`src/inc/epio_pkg.sv`:
```
// Package for the expansion port I/O block: offsets, modes, pin groups.
// Assumes a classic Wishbone slave with 32-bit data, one register per word.
package epio_pkg;

  // ---------------------------------------------------------------
  // Register indices (byte address is four times the index)
  // ---------------------------------------------------------------
  localparam logic [7:0] EPIO_IDX_PORT_A_DATA = 8'h00;
  localparam logic [7:0] EPIO_IDX_PORT_B_DATA = 8'h01;
  localparam logic [7:0] EPIO_IDX_PORT_A_DIR = 8'h02;
  localparam logic [7:0] EPIO_IDX_PORT_B_DIR = 8'h03;
  localparam logic [7:0] EPIO_IDX_PORT_E_DATA = 8'h08;
  localparam logic [7:0] EPIO_IDX_PORT_E_DIR = 8'h09;
  localparam logic [7:0] EPIO_IDX_FUNC_SEL = 8'h0a;
  localparam logic [7:0] EPIO_IDX_CTRL = 8'h0b;
  // Registers below this index drop out in peripheral mode
  localparam logic [7:0] EPIO_IDX_EXP_LIMIT = 8'h10;
  localparam int EPIO_ADDR_LSB = 2;

  localparam logic [7:0] EPIO_DIR_RST = 8'h00;
  localparam logic [7:0] EPIO_DATA_RST = 8'h00;
  localparam logic [7:0] EPIO_FSEL_RST = 8'h00;
  // Interrupt pins can never be outputs
  localparam logic [7:0] EPIO_E_DIR_MASK = 8'hfc;
  // Pins with software pull-ups: enable, strobe, rw, two interrupts
  localparam logic [7:0] EPIO_E_PULL_MASK = 8'h8f;

  // Control register fields
  localparam int EPIO_CTRL_MODE_LSB = 0;
  localparam int EPIO_CTRL_EMU_BIT = 3;
  localparam int EPIO_CTRL_PULL_BIT = 4;

  typedef enum logic [2:0] {
    EPIO_MODE_SINGLE,
    EPIO_MODE_EXP_NARROW,
    EPIO_MODE_EXP_WIDE,
    EPIO_MODE_PERIPH
  } epio_mode_e;

  typedef struct packed {
    logic [7:0] out;
    logic [7:0] oe;
    logic [7:0] pull;
  } epio_pins_s;

  typedef struct packed {
    logic [7:0] a_data;
    logic [7:0] b_data;
    logic [7:0] a_dir;
    logic [7:0] b_dir;
    logic [7:0] e_data;
    logic [7:0] e_dir;
    logic [7:0] fsel;
    epio_mode_e mode;
    logic emu;
    logic pull_en;
    logic ack;
    logic [31:0] rdata;
    logic ext_req;
  } epio_state_s;

endpackage : epio_pkg

```
`src/epio_top.sv`:
```
// Expansion port I/O: ports A, B and E data/direction registers,
// on-chip map removal by mode, and bus lane and control pin muxing.
// Assumes a classic Wishbone master and an external bus engine
// supplying address, data and bus-control levels.
`timescale 1ns/10ps
`default_nettype none
module epio_top
  import epio_pkg::*;
(
  input wire logic clk_i,
  input wire logic rst_i,
  input wire logic wb_cyc_i,
  input wire logic wb_stb_i,
  input wire logic wb_we_i,
  input wire logic [7:0] wb_adr_i,
  input wire logic [3:0] wb_sel_i,
  input wire logic [31:0] wb_dat_i,
  output logic [31:0] wb_dat_o,
  output logic wb_ack_o,
  output logic ext_req_o,
  input wire logic [15:0] bus_addr_i,
  input wire logic [15:0] bus_wdata_i,
  input wire logic bus_drive_i,
  input wire logic bus_addr_phase_i,
  output logic [15:0] bus_rdata_o,
  input wire logic [7:0] e_alt_out_i,
  input wire logic [7:0] high_bus_lane_pins_i,
  output logic [7:0] high_bus_lane_pins_o,
  output logic [7:0] high_bus_lane_pins_oe_o,
  input wire logic [7:0] low_bus_lane_pins_i,
  output logic [7:0] low_bus_lane_pins_o,
  output logic [7:0] low_bus_lane_pins_oe_o,
  input wire logic [7:0] port_e_pins_i,
  output logic [7:0] port_e_pins_o,
  output logic [7:0] port_e_pins_oe_o,
  output logic [7:0] port_e_pull_o
);

  epio_state_s st_ff;
  epio_state_s nxt_st;
  epio_pins_s pa;
  epio_pins_s pb;
  epio_pins_s pe;
  logic expanded;
  logic periph;
  logic wb_req;
  logic [7:0] idx;
  logic ab_mapped;
  logic e_mapped;
  logic [7:0] e_alt_sel;
  logic [7:0] e_dir_eff;
  logic [7:0] e_oe;
  logic [7:0] rd_byte;
  logic hit;

  // ---------------------------------------------------------------
  // Mode decode and map visibility
  // ---------------------------------------------------------------
  assign expanded = (st_ff.mode == EPIO_MODE_EXP_NARROW) || (st_ff.mode == EPIO_MODE_EXP_WIDE);
  assign periph = (st_ff.mode == EPIO_MODE_PERIPH);
  assign wb_req = wb_cyc_i && wb_stb_i && !st_ff.ack;
  assign idx = {2'b00, wb_adr_i[7:EPIO_ADDR_LSB]};
  assign ab_mapped = !(expanded || periph);
  assign e_mapped = !(periph || (expanded && st_ff.emu));

  // ---------------------------------------------------------------
  // Port E function select
  // ---------------------------------------------------------------
  // Alternates only apply outside single chip; interrupt pins never drive
  assign e_alt_sel = (st_ff.mode == EPIO_MODE_SINGLE) ? 8'h00 : (st_ff.fsel & EPIO_E_DIR_MASK);
  assign e_dir_eff = st_ff.e_dir & EPIO_E_DIR_MASK;
  for (genvar g = 0; g < 8; g++) begin : g_pe_pin
    // Alternate pins take their drive from the bus engine
    assign e_oe[g] = e_alt_sel[g] ? 1'b1 : e_dir_eff[g];
    assign pe.out[g] = e_alt_sel[g] ? e_alt_out_i[g] : st_ff.e_data[g];
  end
  assign pe.oe = e_oe;
  assign pe.pull = st_ff.pull_en ? (EPIO_E_PULL_MASK & ~e_oe) : 8'h00;

  // ---------------------------------------------------------------
  // Ports A and B lanes
  // ---------------------------------------------------------------
  always_comb begin
    pa.pull = 8'h00;
    pb.pull = 8'h00;
    if (ab_mapped) begin
      pa.out = st_ff.a_data;
      pa.oe = st_ff.a_dir;
      pb.out = st_ff.b_data;
      pb.oe = st_ff.b_dir;
    end else if (st_ff.mode == EPIO_MODE_EXP_NARROW) begin
      // Narrow: both data bytes share the high lane
      pa.out = bus_addr_phase_i ? bus_addr_i[15:8] : bus_wdata_i[15:8];
      pa.oe = (bus_addr_phase_i || bus_drive_i) ? 8'hff : 8'h00;
      pb.out = bus_addr_i[7:0];
      pb.oe = 8'hff;
    end else begin
      pa.out = bus_addr_phase_i ? bus_addr_i[15:8] : bus_wdata_i[15:8];
      pa.oe = (bus_addr_phase_i || bus_drive_i) ? 8'hff : 8'h00;
      pb.out = bus_addr_phase_i ? bus_addr_i[7:0] : bus_wdata_i[7:0];
      pb.oe = (bus_addr_phase_i || bus_drive_i) ? 8'hff : 8'h00;
    end
  end

  assign high_bus_lane_pins_o = pa.out;
  assign high_bus_lane_pins_oe_o = pa.oe;
  assign low_bus_lane_pins_o = pb.out;
  assign low_bus_lane_pins_oe_o = pb.oe;
  assign port_e_pins_o = pe.out;
  assign port_e_pins_oe_o = pe.oe;
  assign port_e_pull_o = pe.pull;
  assign bus_rdata_o = (st_ff.mode == EPIO_MODE_EXP_NARROW) ?
    {high_bus_lane_pins_i, high_bus_lane_pins_i} : {high_bus_lane_pins_i, low_bus_lane_pins_i};

  // ---------------------------------------------------------------
  // Register read mux
  // ---------------------------------------------------------------
  always_comb begin
    rd_byte = 8'h00;
    hit = 1'b1;
    if (periph && (idx < EPIO_IDX_EXP_LIMIT)) begin
      hit = 1'b0;
    end else begin
      unique case (idx)
        EPIO_IDX_PORT_A_DATA: begin
          hit = ab_mapped;
          rd_byte = (st_ff.a_dir & st_ff.a_data) | (~st_ff.a_dir & high_bus_lane_pins_i);
        end
        EPIO_IDX_PORT_B_DATA: begin
          hit = ab_mapped;
          rd_byte = (st_ff.b_dir & st_ff.b_data) | (~st_ff.b_dir & low_bus_lane_pins_i);
        end
        EPIO_IDX_PORT_A_DIR: begin
          hit = ab_mapped;
          rd_byte = st_ff.a_dir;
        end
        EPIO_IDX_PORT_B_DIR: begin
          hit = ab_mapped;
          rd_byte = st_ff.b_dir;
        end
        EPIO_IDX_PORT_E_DATA: begin
          hit = e_mapped;
          // Undriven pins, interrupt pins included, read their level
          rd_byte = (e_oe & pe.out) | (~e_oe & port_e_pins_i);
        end
        EPIO_IDX_PORT_E_DIR: begin
          hit = e_mapped;
          rd_byte = e_dir_eff;
        end
        EPIO_IDX_FUNC_SEL: rd_byte = st_ff.fsel;
        EPIO_IDX_CTRL: rd_byte = {3'b000, st_ff.pull_en, st_ff.emu, st_ff.mode};
        default: hit = 1'b0;
      endcase
    end
  end

  // ---------------------------------------------------------------
  // State update
  // ---------------------------------------------------------------
  always_comb begin
    nxt_st = st_ff;
    nxt_st.ack = 1'b0;
    nxt_st.ext_req = 1'b0;
    if (wb_req) begin
      nxt_st.ack = 1'b1;
      // Removed registers answer but flag an external cycle
      nxt_st.ext_req = !hit;
      nxt_st.rdata = hit ? {24'h000000, rd_byte} : 32'h00000000;
      if (wb_we_i && hit && wb_sel_i[0]) begin
        unique case (idx)
          EPIO_IDX_PORT_A_DATA: nxt_st.a_data = wb_dat_i[7:0];
          EPIO_IDX_PORT_B_DATA: nxt_st.b_data = wb_dat_i[7:0];
          EPIO_IDX_PORT_A_DIR: nxt_st.a_dir = wb_dat_i[7:0];
          EPIO_IDX_PORT_B_DIR: nxt_st.b_dir = wb_dat_i[7:0];
          EPIO_IDX_PORT_E_DATA: nxt_st.e_data = wb_dat_i[7:0];
          EPIO_IDX_PORT_E_DIR: nxt_st.e_dir = wb_dat_i[7:0] & EPIO_E_DIR_MASK;
          EPIO_IDX_FUNC_SEL: nxt_st.fsel = wb_dat_i[7:0];
          EPIO_IDX_CTRL: begin
            nxt_st.mode = epio_mode_e'(wb_dat_i[EPIO_CTRL_MODE_LSB +: 3] & 3'h3);
            nxt_st.emu = wb_dat_i[EPIO_CTRL_EMU_BIT];
            nxt_st.pull_en = wb_dat_i[EPIO_CTRL_PULL_BIT];
          end
          default: nxt_st.ack = 1'b1;
        endcase
      end
    end
  end

  always_ff @(posedge clk_i) begin
    if (rst_i) begin
      st_ff <= '{a_data: EPIO_DATA_RST,
                 b_data: EPIO_DATA_RST,
                 a_dir: EPIO_DIR_RST,
                 b_dir: EPIO_DIR_RST,
                 e_data: EPIO_DATA_RST,
                 e_dir: EPIO_DIR_RST,
                 fsel: EPIO_FSEL_RST,
                 mode: EPIO_MODE_SINGLE,
                 emu: 1'b0,
                 pull_en: 1'b0,
                 ack: 1'b0,
                 rdata: 32'h00000000,
                 ext_req: 1'b0};
    end else begin
      st_ff <= nxt_st;
    end
  end

  assign wb_ack_o = st_ff.ack;
  assign wb_dat_o = st_ff.rdata;
  assign ext_req_o = st_ff.ext_req;

  // ---------------------------------------------------------------
  // Assertions
  // ---------------------------------------------------------------
  periph_drop_a: assert property (@(posedge clk_i) disable iff (rst_i)
    wb_req && periph && idx < EPIO_IDX_EXP_LIMIT |=> ext_req_o && wb_ack_o)
    else $error("peripheral mode register not removed");
  ab_removed_a: assert property (@(posedge clk_i) disable iff (rst_i)
    wb_req && expanded && idx == EPIO_IDX_PORT_A_DIR |=> ext_req_o && wb_dat_o == 32'h0)
    else $error("port A direction visible while expanded");
  e_emu_a: assert property (@(posedge clk_i) disable iff (rst_i)
    wb_req && expanded && st_ff.emu && idx == EPIO_IDX_PORT_E_DATA |=> ext_req_o)
    else $error("port E data visible under emulation");
  gpio_a_a: assert property (@(posedge clk_i) disable iff (rst_i)
    ab_mapped |-> high_bus_lane_pins_oe_o == st_ff.a_dir && high_bus_lane_pins_o == st_ff.a_data)
    else $error("port A not following its registers");
  narrow_b_a: assert property (@(posedge clk_i) disable iff (rst_i)
    st_ff.mode == EPIO_MODE_EXP_NARROW |-> low_bus_lane_pins_o == bus_addr_i[7:0])
    else $error("low lane carries data in narrow mode");
  irq_in_a: assert property (@(posedge clk_i) disable iff (rst_i)
    port_e_pins_oe_o[1:0] == 2'b00)
    else $error("interrupt pin driven");
  dir_write_a: assert property (@(posedge clk_i) disable iff (rst_i)
    wb_req && wb_we_i && wb_sel_i[0] && ab_mapped && idx == EPIO_IDX_PORT_B_DIR
    |=> ##1 low_bus_lane_pins_oe_o == $past(wb_dat_i[7:0], 2))
    else $error("direction write not applied");
  pull_in_a: assert property (@(posedge clk_i) disable iff (rst_i)
    (port_e_pull_o & port_e_pins_oe_o) == 8'h00 && (st_ff.pull_en || port_e_pull_o == 8'h00))
    else $error("pull-up on output pin");
  ack_drop_a: assert property (@(posedge clk_i) disable iff (rst_i)
    wb_ack_o |=> !wb_ack_o)
    else $error("ack held two cycles");
  ack_pulse_a: assert property (@(posedge clk_i) disable iff (rst_i)
    wb_req
    |=> wb_ack_o)
    else $error("request not acknowledged");
  ext_with_ack_a: assert property (@(posedge clk_i) disable iff (rst_i)
    ext_req_o
    |-> wb_ack_o)
    else $error("external flag without ack");
  upper_zero_a: assert property (@(posedge clk_i) disable iff (rst_i)
    wb_ack_o
    |-> wb_dat_o[31:8] == 24'h000000)
    else $error("upper read data not zero");
  ctrl_read_a: assert property (@(posedge clk_i) disable iff (rst_i)
    wb_req && !wb_we_i && !periph && idx == EPIO_IDX_CTRL
    |=> wb_dat_o[7:0] == {3'b000, $past(st_ff.pull_en), $past(st_ff.emu), $past(st_ff.mode)})
    else $error("control readback wrong");

  // ---------------------------------------------------------------
  // Assertions: map removal and readback
  // ---------------------------------------------------------------
  // Removed registers must keep their value, or a later remap shows junk
  periph_lock_a: assert property (@(posedge clk_i) disable iff (rst_i)
    wb_req && wb_we_i && periph && idx == EPIO_IDX_CTRL
    |=> st_ff.mode == EPIO_MODE_PERIPH)
    else $error("peripheral mode left by write");
  ab_nowrite_a: assert property (@(posedge clk_i) disable iff (rst_i)
    wb_req && wb_we_i && !ab_mapped && idx == EPIO_IDX_PORT_A_DATA
    |=> st_ff.a_data == $past(st_ff.a_data))
    else $error("removed port A data written");
  e_data_drop_a: assert property (@(posedge clk_i) disable iff (rst_i)
    wb_req && periph && idx == EPIO_IDX_PORT_E_DATA
    |=> ext_req_o)
    else $error("port E data visible in peripheral mode");
  e_dir_drop_a: assert property (@(posedge clk_i) disable iff (rst_i)
    wb_req && !e_mapped && idx == EPIO_IDX_PORT_E_DIR
    |=> ext_req_o)
    else $error("port E direction not removed");
  e_dir_read_a: assert property (@(posedge clk_i) disable iff (rst_i)
    wb_req && !wb_we_i && e_mapped && idx == EPIO_IDX_PORT_E_DIR
    |=> wb_dat_o[1:0] == 2'b00 && !ext_req_o)
    else $error("interrupt direction bits read nonzero");
  e_dir_mask_a: assert property (@(posedge clk_i) disable iff (rst_i)
    1'b1
    |-> st_ff.e_dir[1:0] == 2'b00)
    else $error("interrupt direction bits stored");
  irq_read_a: assert property (@(posedge clk_i) disable iff (rst_i)
    wb_req && !wb_we_i && e_mapped && idx == EPIO_IDX_PORT_E_DATA
    |=> wb_dat_o[1:0] == $past(port_e_pins_i[1:0]))
    else $error("interrupt pin level not read");
  a_read_a: assert property (@(posedge clk_i) disable iff (rst_i)
    wb_req && !wb_we_i && ab_mapped && idx == EPIO_IDX_PORT_A_DATA
    |=> wb_dat_o[7:0] == (($past(st_ff.a_dir) & $past(st_ff.a_data)) |
                          (~$past(st_ff.a_dir) & $past(high_bus_lane_pins_i))))
    else $error("port A read mixes latch and pin wrongly");
  b_read_a: assert property (@(posedge clk_i) disable iff (rst_i)
    wb_req && !wb_we_i && ab_mapped && idx == EPIO_IDX_PORT_B_DATA
    |=> wb_dat_o[7:0] == (($past(st_ff.b_dir) & $past(st_ff.b_data)) |
                          (~$past(st_ff.b_dir) & $past(low_bus_lane_pins_i))))
    else $error("port B read mixes latch and pin wrongly");

  // ---------------------------------------------------------------
  // Assertions: lanes and pins
  // ---------------------------------------------------------------
  wide_addr_a: assert property (@(posedge clk_i) disable iff (rst_i)
    st_ff.mode == EPIO_MODE_EXP_WIDE && bus_addr_phase_i
    |-> high_bus_lane_pins_o == bus_addr_i[15:8] && low_bus_lane_pins_o == bus_addr_i[7:0])
    else $error("address phase not on lanes");
  narrow_data_a: assert property (@(posedge clk_i) disable iff (rst_i)
    st_ff.mode == EPIO_MODE_EXP_NARROW && !bus_addr_phase_i
    |-> high_bus_lane_pins_o == bus_wdata_i[15:8])
    else $error("narrow data not on high lane");
  wide_data_a: assert property (@(posedge clk_i) disable iff (rst_i)
    st_ff.mode == EPIO_MODE_EXP_WIDE && !bus_addr_phase_i
    |-> low_bus_lane_pins_o == bus_wdata_i[7:0])
    else $error("wide data not on low lane");
  narrow_oe_a: assert property (@(posedge clk_i) disable iff (rst_i)
    st_ff.mode == EPIO_MODE_EXP_NARROW
    |-> low_bus_lane_pins_oe_o == 8'hff)
    else $error("narrow low lane released");
  gpio_b_a: assert property (@(posedge clk_i) disable iff (rst_i)
    ab_mapped
    |-> low_bus_lane_pins_oe_o == st_ff.b_dir && low_bus_lane_pins_o == st_ff.b_data)
    else $error("port B not following its registers");
  dir_reset_a: assert property (@(posedge clk_i) disable iff (rst_i)
    $past(rst_i)
    |-> high_bus_lane_pins_oe_o == 8'h00 && low_bus_lane_pins_oe_o == 8'h00 && port_e_pins_oe_o == 8'h00)
    else $error("pin driven after reset");
  single_e_a: assert property (@(posedge clk_i) disable iff (rst_i)
    st_ff.mode == EPIO_MODE_SINGLE
    |-> port_e_pins_oe_o == (st_ff.e_dir & EPIO_E_DIR_MASK))
    else $error("port E alternate active in single chip");
  alt_out_a: assert property (@(posedge clk_i) disable iff (rst_i)
    1'b1
    |-> (port_e_pins_o & e_alt_sel) == (e_alt_out_i & e_alt_sel))
    else $error("alternate pin level not from bus engine");
  alt_dir_a: assert property (@(posedge clk_i) disable iff (rst_i)
    1'b1
    |-> (port_e_pins_oe_o & e_alt_sel) == e_alt_sel)
    else $error("alternate pin follows direction bit");
  gpio_e_a: assert property (@(posedge clk_i) disable iff (rst_i)
    1'b1
    |-> (port_e_pins_oe_o & ~e_alt_sel) == (st_ff.e_dir & EPIO_E_DIR_MASK & ~e_alt_sel))
    else $error("port E GPIO direction wrong");
  pull_mask_a: assert property (@(posedge clk_i) disable iff (rst_i)
    1'b1
    |-> (port_e_pull_o & ~EPIO_E_PULL_MASK) == 8'h00)
    else $error("pull-up on pin without one");
  pull_on_a: assert property (@(posedge clk_i) disable iff (rst_i)
    st_ff.pull_en
    |-> port_e_pull_o == (EPIO_E_PULL_MASK & ~port_e_pins_oe_o))
    else $error("pull-up missing on input pin");
  ext_cov_c: cover property (@(posedge clk_i) disable iff (rst_i) ext_req_o);
  wr_cov_c: cover property (@(posedge clk_i) disable iff (rst_i) wb_req && wb_we_i && hit);
  alt_cov_c: cover property (@(posedge clk_i) disable iff (rst_i) e_alt_sel != 8'h00);
  narrow_cov_c: cover property (@(posedge clk_i) disable iff (rst_i) st_ff.mode == EPIO_MODE_EXP_NARROW);

endmodule : epio_top
`default_nettype wire

```
`config.mk`:
```
export PLATFORM = sky130hd
export DESIGN_NAME = epio_top
export DESIGN_NICKNAME = d
export VERILOG_FILES = /design/src/inc/epio_pkg.sv /design/src/epio_top.sv
export SDC_FILE = /design/constraint.sdc
export NUM_CORES = 1
export LEC_CHECK = 0
export BUFFER_PORTS_ARGS = -buffer_cell sky130_fd_sc_hd__buf_2
export CAP_MARGIN = 20
export CORE_ASPECT_RATIO = 0.6
export CORE_MARGIN = 2
export CORE_UTILIZATION = 45
export DETAILED_ROUTE_END_ITERATION = 16
export GPL_TIMING_DRIVEN = 0
export PLACE_DENSITY = 0.86
export SETUP_SLACK_MARGIN = 0.02
export SLEW_MARGIN = 20
export SYNTH_ARGS = -nofsm -noshare
export SYNTH_HDL_FRONTEND = slang
export SYNTH_SLANG_ARGS = --single-unit
export TNS_END_PERCENT = 30
```
`constraint.sdc`:
```
create_clock -name clk_i -period 5.3 [get_ports clk_i]
set_input_delay 1.06 -clock clk_i [delete_from_list [all_inputs] [get_ports clk_i]]
set_output_delay 1.06 -clock clk_i [all_outputs]
set_load 0.005 [all_outputs]
```
==> summary.md, run 1 <==
| Metric | Value |
|---|---|
| Status | `completed` |
| Grt total ovfl | `0` |
| Final setup fails | `0` |
| Placer congestion estimate | `0.999` |
| Critical path cell sequence | `buf_2, clkbuf_1, nor2_1, mux2i_1, o21ai_0, buf_2` |
| Chip Width | `134 um` |
| CTS tree | `done` |
| Leakage power | `0.00304 uW` |
| Initial antenna violation count | `0` |
| Largest net degree at the start of global routing | `13` |
| First-pass GRT wire length | `23.9 mm` |
| Final setup margin | `1.40 ns` |
| Sequential standard cell area | `1360 um2` |
| Core box area | `9840 um2` |
| Num CTS Buffers | `9` |
| Hold endpoint | `wb_dat_o[0]` |
| Setup CP Type | `in2out` |
| ANT nets after route | `0` |
| Cts repair resizes | `0` |
| Max Root-Sink Buffers | `2` |
| Commonest non-fill, non-tap cells in the layout | `buf_2 (161), mux2i_1 (88), nor2_1 (71)` |
| Kind of start point of the critical path | `input pin` |
| FF-to-FF End | `st_ff[67]` |
| Clock Pin Slew Worst Setup and Hold Paths | `0.05 ns` |
| Die Span Y | `81.8 um` |
| Final hold vios | `0` |
| Most common cell after layout, fill and taps aside | `buf_2` |
| Peak VDD IR | `0.000183 V` |
| Core Rows | `28` |
| DR iter-0 viols | `614` |
| Fillers | `857` |
| R2R Path Start | `st_ff[36]` |
| Slew @ Worst Pin | `0.932 ns` |
| Antenna cells | `0` |
| Final nets | `859` |
| Maximum clock rate | `256 MHz` |
| Hold depth | `2` |
| Yosys cell types | `60` |
| Worst reg2reg setup slack | `2.83 ns` |
| Post-synth EDFFs | `0` |
| Slowest CP cell | `nor2_1` |
| Minimum clock period | `3.90 ns` |
| Area after DPL | `5600 um2` |
| Area of the multi-input gates | `2710 um2` |
| Final Slew Violations | `0` |
| Worst Reg-to-Reg Cells | `7` |
| RSZ-0062 raised after global routing | `false` |
| Pre-CTS setup slack | `1.42 ns` |
| Setup_tns | `0 ns` |
| Ports | `221` |
| Main synth FF type | `dfxtp_1` |
| Synth Register Bits | `68` |
| Gr usage total | `28.8%` |
| CP Max Fanout | `10` |
| DR vias | `4,836` |
| Sequential area share after synthesis | `30.0%` |
| Cell area after layout | `5980 um2` |
| Die outline area | `10,900 um2` |
| Hold WC Path Type | `reg2reg` |
| Initial core utilization | `46.1%` |
| CP Data Required Time | `4.24 ns` |
| Via density | `5.49` |
| Normalized max-slew margin | `37.6%` |
| Max-cap violations | `0` |
| Largest stage delay on the critical path | `0.82 ns` |
| Hold path start | `wb_dat_o[0]` |
| Routed wire per std cell | `17.9 um` |
| Setup Fix Bufs, Post-CTS | `0` |
| Post-Syn Area | `4540 um2` |
| Pwr dens | `238 nW/um2` |
| Layout cells sized above 1 | `34.9%` |
| Crit end category | `primary output` |
| CP Data Arrival Time | `2.84 ns` |
| Post-synth ARST share | `0%` |
| DRC Markers | `0` |
| Sinks on Clock Net | `68` |
| Pre-antenna DRT Iters | `6` |
| Synthesis-to-layout area growth | `31.7%` |
| Yosys warns | `0` |
| Clk root buf | `clkbuf_16` |
| DRT Wirelength | `15.7 mm` |
| Period utilization | `73.6%` |
| CTS Hold Bufs | `0` |
| Hpwl dp | `12.0 mm` |
| Crit-path most repeated cell | `buf_2` |
| Gate Count Post-Synth | `544` |
| Synth Area per Inst | `8.34 um2` |
| H-tree levels | `3` |
| Later-pin clock latency in the skew report | `0.34 ns` |
| Port bufs | `157` |
| Worst Clk Skew | `0.00555 ns` |
| Vias in the first global route | `4,486` |
[per-stage QoR]
step	util [%]	std cells	total power, uW	hold slack, ns
after floorplan	-	572	604	0.432
after global placement	56.9	864	672	0.443
after detailed placement	56.9	865	673	0.454
after CTS	60.7	881	1420	0.461
after global routing	60.7	881	1450	0.485
final	60.7	881	1420	0.466
[cell families after synthesis]
family                     share of synthesized area (%)
AOI/OAI and AO/OA                                   13.0
and+or+nand+nor                                     21.3
adders and majority gates                          0.827
buffers and inverters                               12.7
DFF                                                 30.0
other                                             0.0826
muxes                                               22.1
[worst max path at each step]
| stage | from | endpoint | slack [ns] |
|---|---|---|---|
| CTS | bus_addr_phase_i | low_bus_lane_pins_o[2] | 1.41 |
| floorplan | bus_addr_phase_i | low_bus_lane_pins_o[0] | 2.01 |
| global placement | bus_addr_phase_i | high_bus_lane_pins_oe_o[7] | 1.40 |
| global route | bus_addr_phase_i | low_bus_lane_pins_o[5] | 1.21 |
| finish | bus_addr_phase_i | low_bus_lane_pins_o[2] | 1.40 |
| detailed placement | bus_addr_phase_i | low_bus_lane_pins_o[2] | 1.42 |
[final cells by class]
class | count | share of cell area, %
clock inverter | 6 | 2.26
timing repair buffer | 158 | 13.2
inverter | 20 | 1.26
clock buffer | 10 | 4.00
multi-input combinational | 404 | 45.3
sequential | 68 | 22.8
buffer | 80 | 8.35
tap | 135 | 2.83
[Yosys cell counts, types with 5 or more instances]
cell type / instances / area [um2]
a211oi_1: 5 / 37.5
a21oi_1: 17 / 85.1
buf_4: 50 / 375
clkbuf_1: 26 / 97.6
dfxtp_1: 68 / 1360
inv_1: 20 / 75.1
mux2_2: 11 / 124
mux2i_1: 88 / 881
nand2_1: 52 / 195
nand3_1: 10 / 50.1
nor2_1: 71 / 267
nor2b_1: 8 / 50.1
o21ai_0: 32 / 160
[registers in the layout (all words and copies together), names as in the netlist]
| name | cells |
|---|---|
| wb_dat_o | 8 |
| e_dir_eff | 6 |
| wb_ack_o | 1 |
| st_ff | 52 |
| ext_req_o | 1 |
[where the power goes]
part	internal, uW	switching (uW)
logic	66.9	89.2
registers	512	0.528
clock network	520	233
total	1100	323
[per-layer routing]
layer | up-vias | part of all wire (%) | track usage (%) | wire length [um]
met3 | 46 | 13 | 8.70 | 2090
met1 | 2208 | 43 | 40.0 | 6710
met5 | - | 0 | 0 | 0
met2 | 359 | 42 | 43.4 | 6620
met4 | 0 | 2.1 | 8.19 | 326
li1 | 2223 | - | - | -
[worst max-delay path: cells and delay by family]
family / cells / cell delay (ns)
AOI/OAI and AO/OA: 1 / 0.10
buffers and inverters: 3 / 0.59
muxes: 1 / 0.27
and+or+nand+nor: 1 / 0.82
(Power assumes the default switching activity.)
==> inputs of run 2 (changes only) <==
--- a/config.mk
+++ b/config.mk
@@ -9,10 +9,10 @@
 export CAP_MARGIN = 20
 export CORE_ASPECT_RATIO = 0.6
 export CORE_MARGIN = 2
-export CORE_UTILIZATION = 45
+export CORE_UTILIZATION = 42
 export DETAILED_ROUTE_END_ITERATION = 16
 export GPL_TIMING_DRIVEN = 0
-export PLACE_DENSITY = 0.86
+export PLACE_DENSITY = 0.85
 export SETUP_SLACK_MARGIN = 0.02
 export SLEW_MARGIN = 20
 export SYNTH_ARGS = -nofsm -noshare
==> constraint.sdc (replaced) <==
create_clock -name clk_i -period 3.2 [get_ports clk_i]
set_input_delay 0.64 -clock clk_i [delete_from_list [all_inputs] [get_ports clk_i]]
set_output_delay 0.64 -clock clk_i [all_outputs]
set_load 0.005 [all_outputs]
==> summary.md, run 2 (synthesis gave the netlist of run 1 again) <==
| Metric | Value |
|---|---|
| Status | `completed` |
| DRT Wirelength | `15.5 mm (-1.6%)` |
| Num CTS Buffers | `9 (unchanged)` |
| Routed wire per std cell | `17.5 um (-2.0%)` |
| Maximum clock rate | `327 MHz` |
| DR vias | `4,627 (-4.3%)` |
| Final setup margin | `0.146 ns (-1.25 ns)` |
| Final hold vios | `0 (unchanged)` |
| Setup Fix Bufs, Post-CTS | `0 (unchanged)` |
| Cts repair resizes | `4 (+4)` |
| RSZ-0062 raised after global routing | `false` |
| Kind of start point of the critical path | `flop` |
| Inst Count DP | `868 (+0.35%)` |
| Worst Clk Skew | `0.00495 ns (-0.000600 ns)` |
| Setup CP Type | `reg2out` |
| CP Data Arrival Time | `2.41 ns (-0.43 ns)` |
| Pwr dens | `359 nW/um2 (+51%)` |
| Initial core utilization | `43.0% (-3.1 points)` |
| H-tree levels | `3 (unchanged)` |
| ANT nets after route | `0 (unchanged)` |
| Core Rows | `29 (+3.6%)` |
| Pre-antenna DRT Iters | `5 (-1)` |
| Max-cap violations | `0 (unchanged)` |
| Commonest non-fill, non-tap cells in the layout | `buf_2 (160), mux2i_1 (88), nor2_1 (70)` |
| Period utilization | `95.4%` |
| Top reg by flops | `st_ff` |
| Layout cells sized above 1 | `35.4% (+0.58 points)` |
| Gr usage total | `26.5% (-2.3 points)` |
| Largest register FFs | `52 (unchanged)` |
| Die Span Y | `84.5 um (+3.3%)` |
| Max Root-Sink Buffers | `2 (unchanged)` |
| Antenna cells | `0 (unchanged)` |
| Chip Width | `138 um (+3.4%)` |
| Normalized max-slew margin | `38.6% (+0.92 points)` |
| Initial antenna violation count | `0 (unchanged)` |
| Minimum clock period | `3.05 ns` |
| Crit end category | `primary output` |
| DRC Markers | `0 (unchanged)` |
| Largest net degree at the start of global routing | `12 (-1)` |
| Leakage power | `0.00302 uW (-0.67%)` |
| Hpwl dp | `12.1 mm (+0.99%)` |
| Placer congestion estimate | `1.01 (+0.83%)` |
| Pre-CTS setup slack | `0.161 ns (-1.26 ns)` |
| First-pass GRT wire length | `23.8 mm (-0.40%)` |
| Final Slew Violations | `0 (unchanged)` |
| Most common cell after layout, fill and taps aside | `buf_2` |
| Vias in the first global route | `4,307 (-4.0%)` |
| Peak VDD IR | `0.000271 V (+48%)` |
| Via density | `5.23 (-4.6%)` |
| Hold WC Path Type | `reg2reg` |
| CP Max Fanout | `9 (-1)` |
| Final setup fails | `0 (unchanged)` |
| Ports | `221 (unchanged)` |
| Core box area | `10,600 um2 (+7.3%)` |
| Port bufs | `157 (unchanged)` |
| Grt total ovfl | `0 (unchanged)` |
| Clock Pin Slew Worst Setup and Hold Paths | `0.06 ns (about the same)` |
| CTS tree | `done` |
| Sinks on Clock Net | `68 (unchanged)` |
| Clk root buf | `clkbuf_16` |
| Setup_tns | `0 ns (unchanged)` |
| CP Data Required Time | `2.56 ns (-1.68 ns)` |
| CTS Hold Bufs | `0 (unchanged)` |
| Non-Filler Instances | `884 (+0.34%)` |
| Die outline area | `11,700 um2 (+6.9%)` |
| Later-pin clock latency in the skew report | `0.34 ns (about the same)` |
| Final nets | `858 (-0.12%)` |
| Slew @ Worst Pin | `0.922 ns (-0.0104 ns)` |
| Synthesis-to-layout area growth | `30.5%` |
| DR iter-0 viols | `417 (-32%)` |
run 2: cell count changes in the layout (fill, tap and decap cells not counted), sizes merged:
cell,change
clkinv,+2
clkbuf,+2
bufinv,-3
clkinvlp,-1
buf,-1
run 2: area by class of cell:
class	instances	area, um2
fill	1014	4630
multi-input combinational	404	2720
sequential	68	1360
timing repair buffer	157	786
buffer	80	504
clock buffer	12	256
tap	139	174
inverter	20	75.1
clock inverter	4	47.5
run 2: final timing paths:
kind | cells past startpoint | slack (ns) | startpoint | end
hold / removal | 2 | 0.46 | wb_dat_o[3] | wb_dat_o[3]
hold reg to reg | 2 | 0.46 | wb_dat_o[3] | wb_dat_o[3]
setup reg to reg | 8 | 0.76 | st_ff[36] | st_ff[43]
setup / recovery | 6 | 0.15 | st_ff[36] | low_bus_lane_pins_o[3]
run 2: stage by stage:
step / util [%] / cell area [um2] / power [uW] / hold WS (ns)
finish: 56.1 / 5920 / 2120 / 0.456
floorplan: - / 4640 / 1000 / 0.432
detailed placement: 53.1 / 5600 / 1120 / 0.448
CTS: 56.0 / 5920 / 2120 / 0.456
global placement: 53.1 / 5600 / 1110 / 0.447
global route: 56.1 / 5920 / 2190 / 0.469
run 2: report_power, final:
part | leakage (uW) | internal [uW] | switching [uW] | total (uW)
clock network | 0.000149 | 643 | 376 | 1020
logic | 0.00232 | 111 | 146 | 257
registers | 0.000548 | 848 | 0.778 | 849
total | 0.00302 | 1600 | 522 | 2120
run 2: worst max-delay path, cell delays in order, from the launching register on:
cell,delay (ns)
dfxtp_1,0.45
ha_1,0.18
clkbuf_1,0.69
nor2_4,0.20
mux2i_1,0.16
o21ai_0,0.22
buf_2,0.16
run 2: per-layer routing:
layer  part of all wire [%]  track usage [%]  up-vias
li1                       -                -     2210
met1                     45             37.3     2155
met2                     42             39.1      246
met3                     11             10.2       16
met4                   0.97             4.73        0
met5                      0                0        -
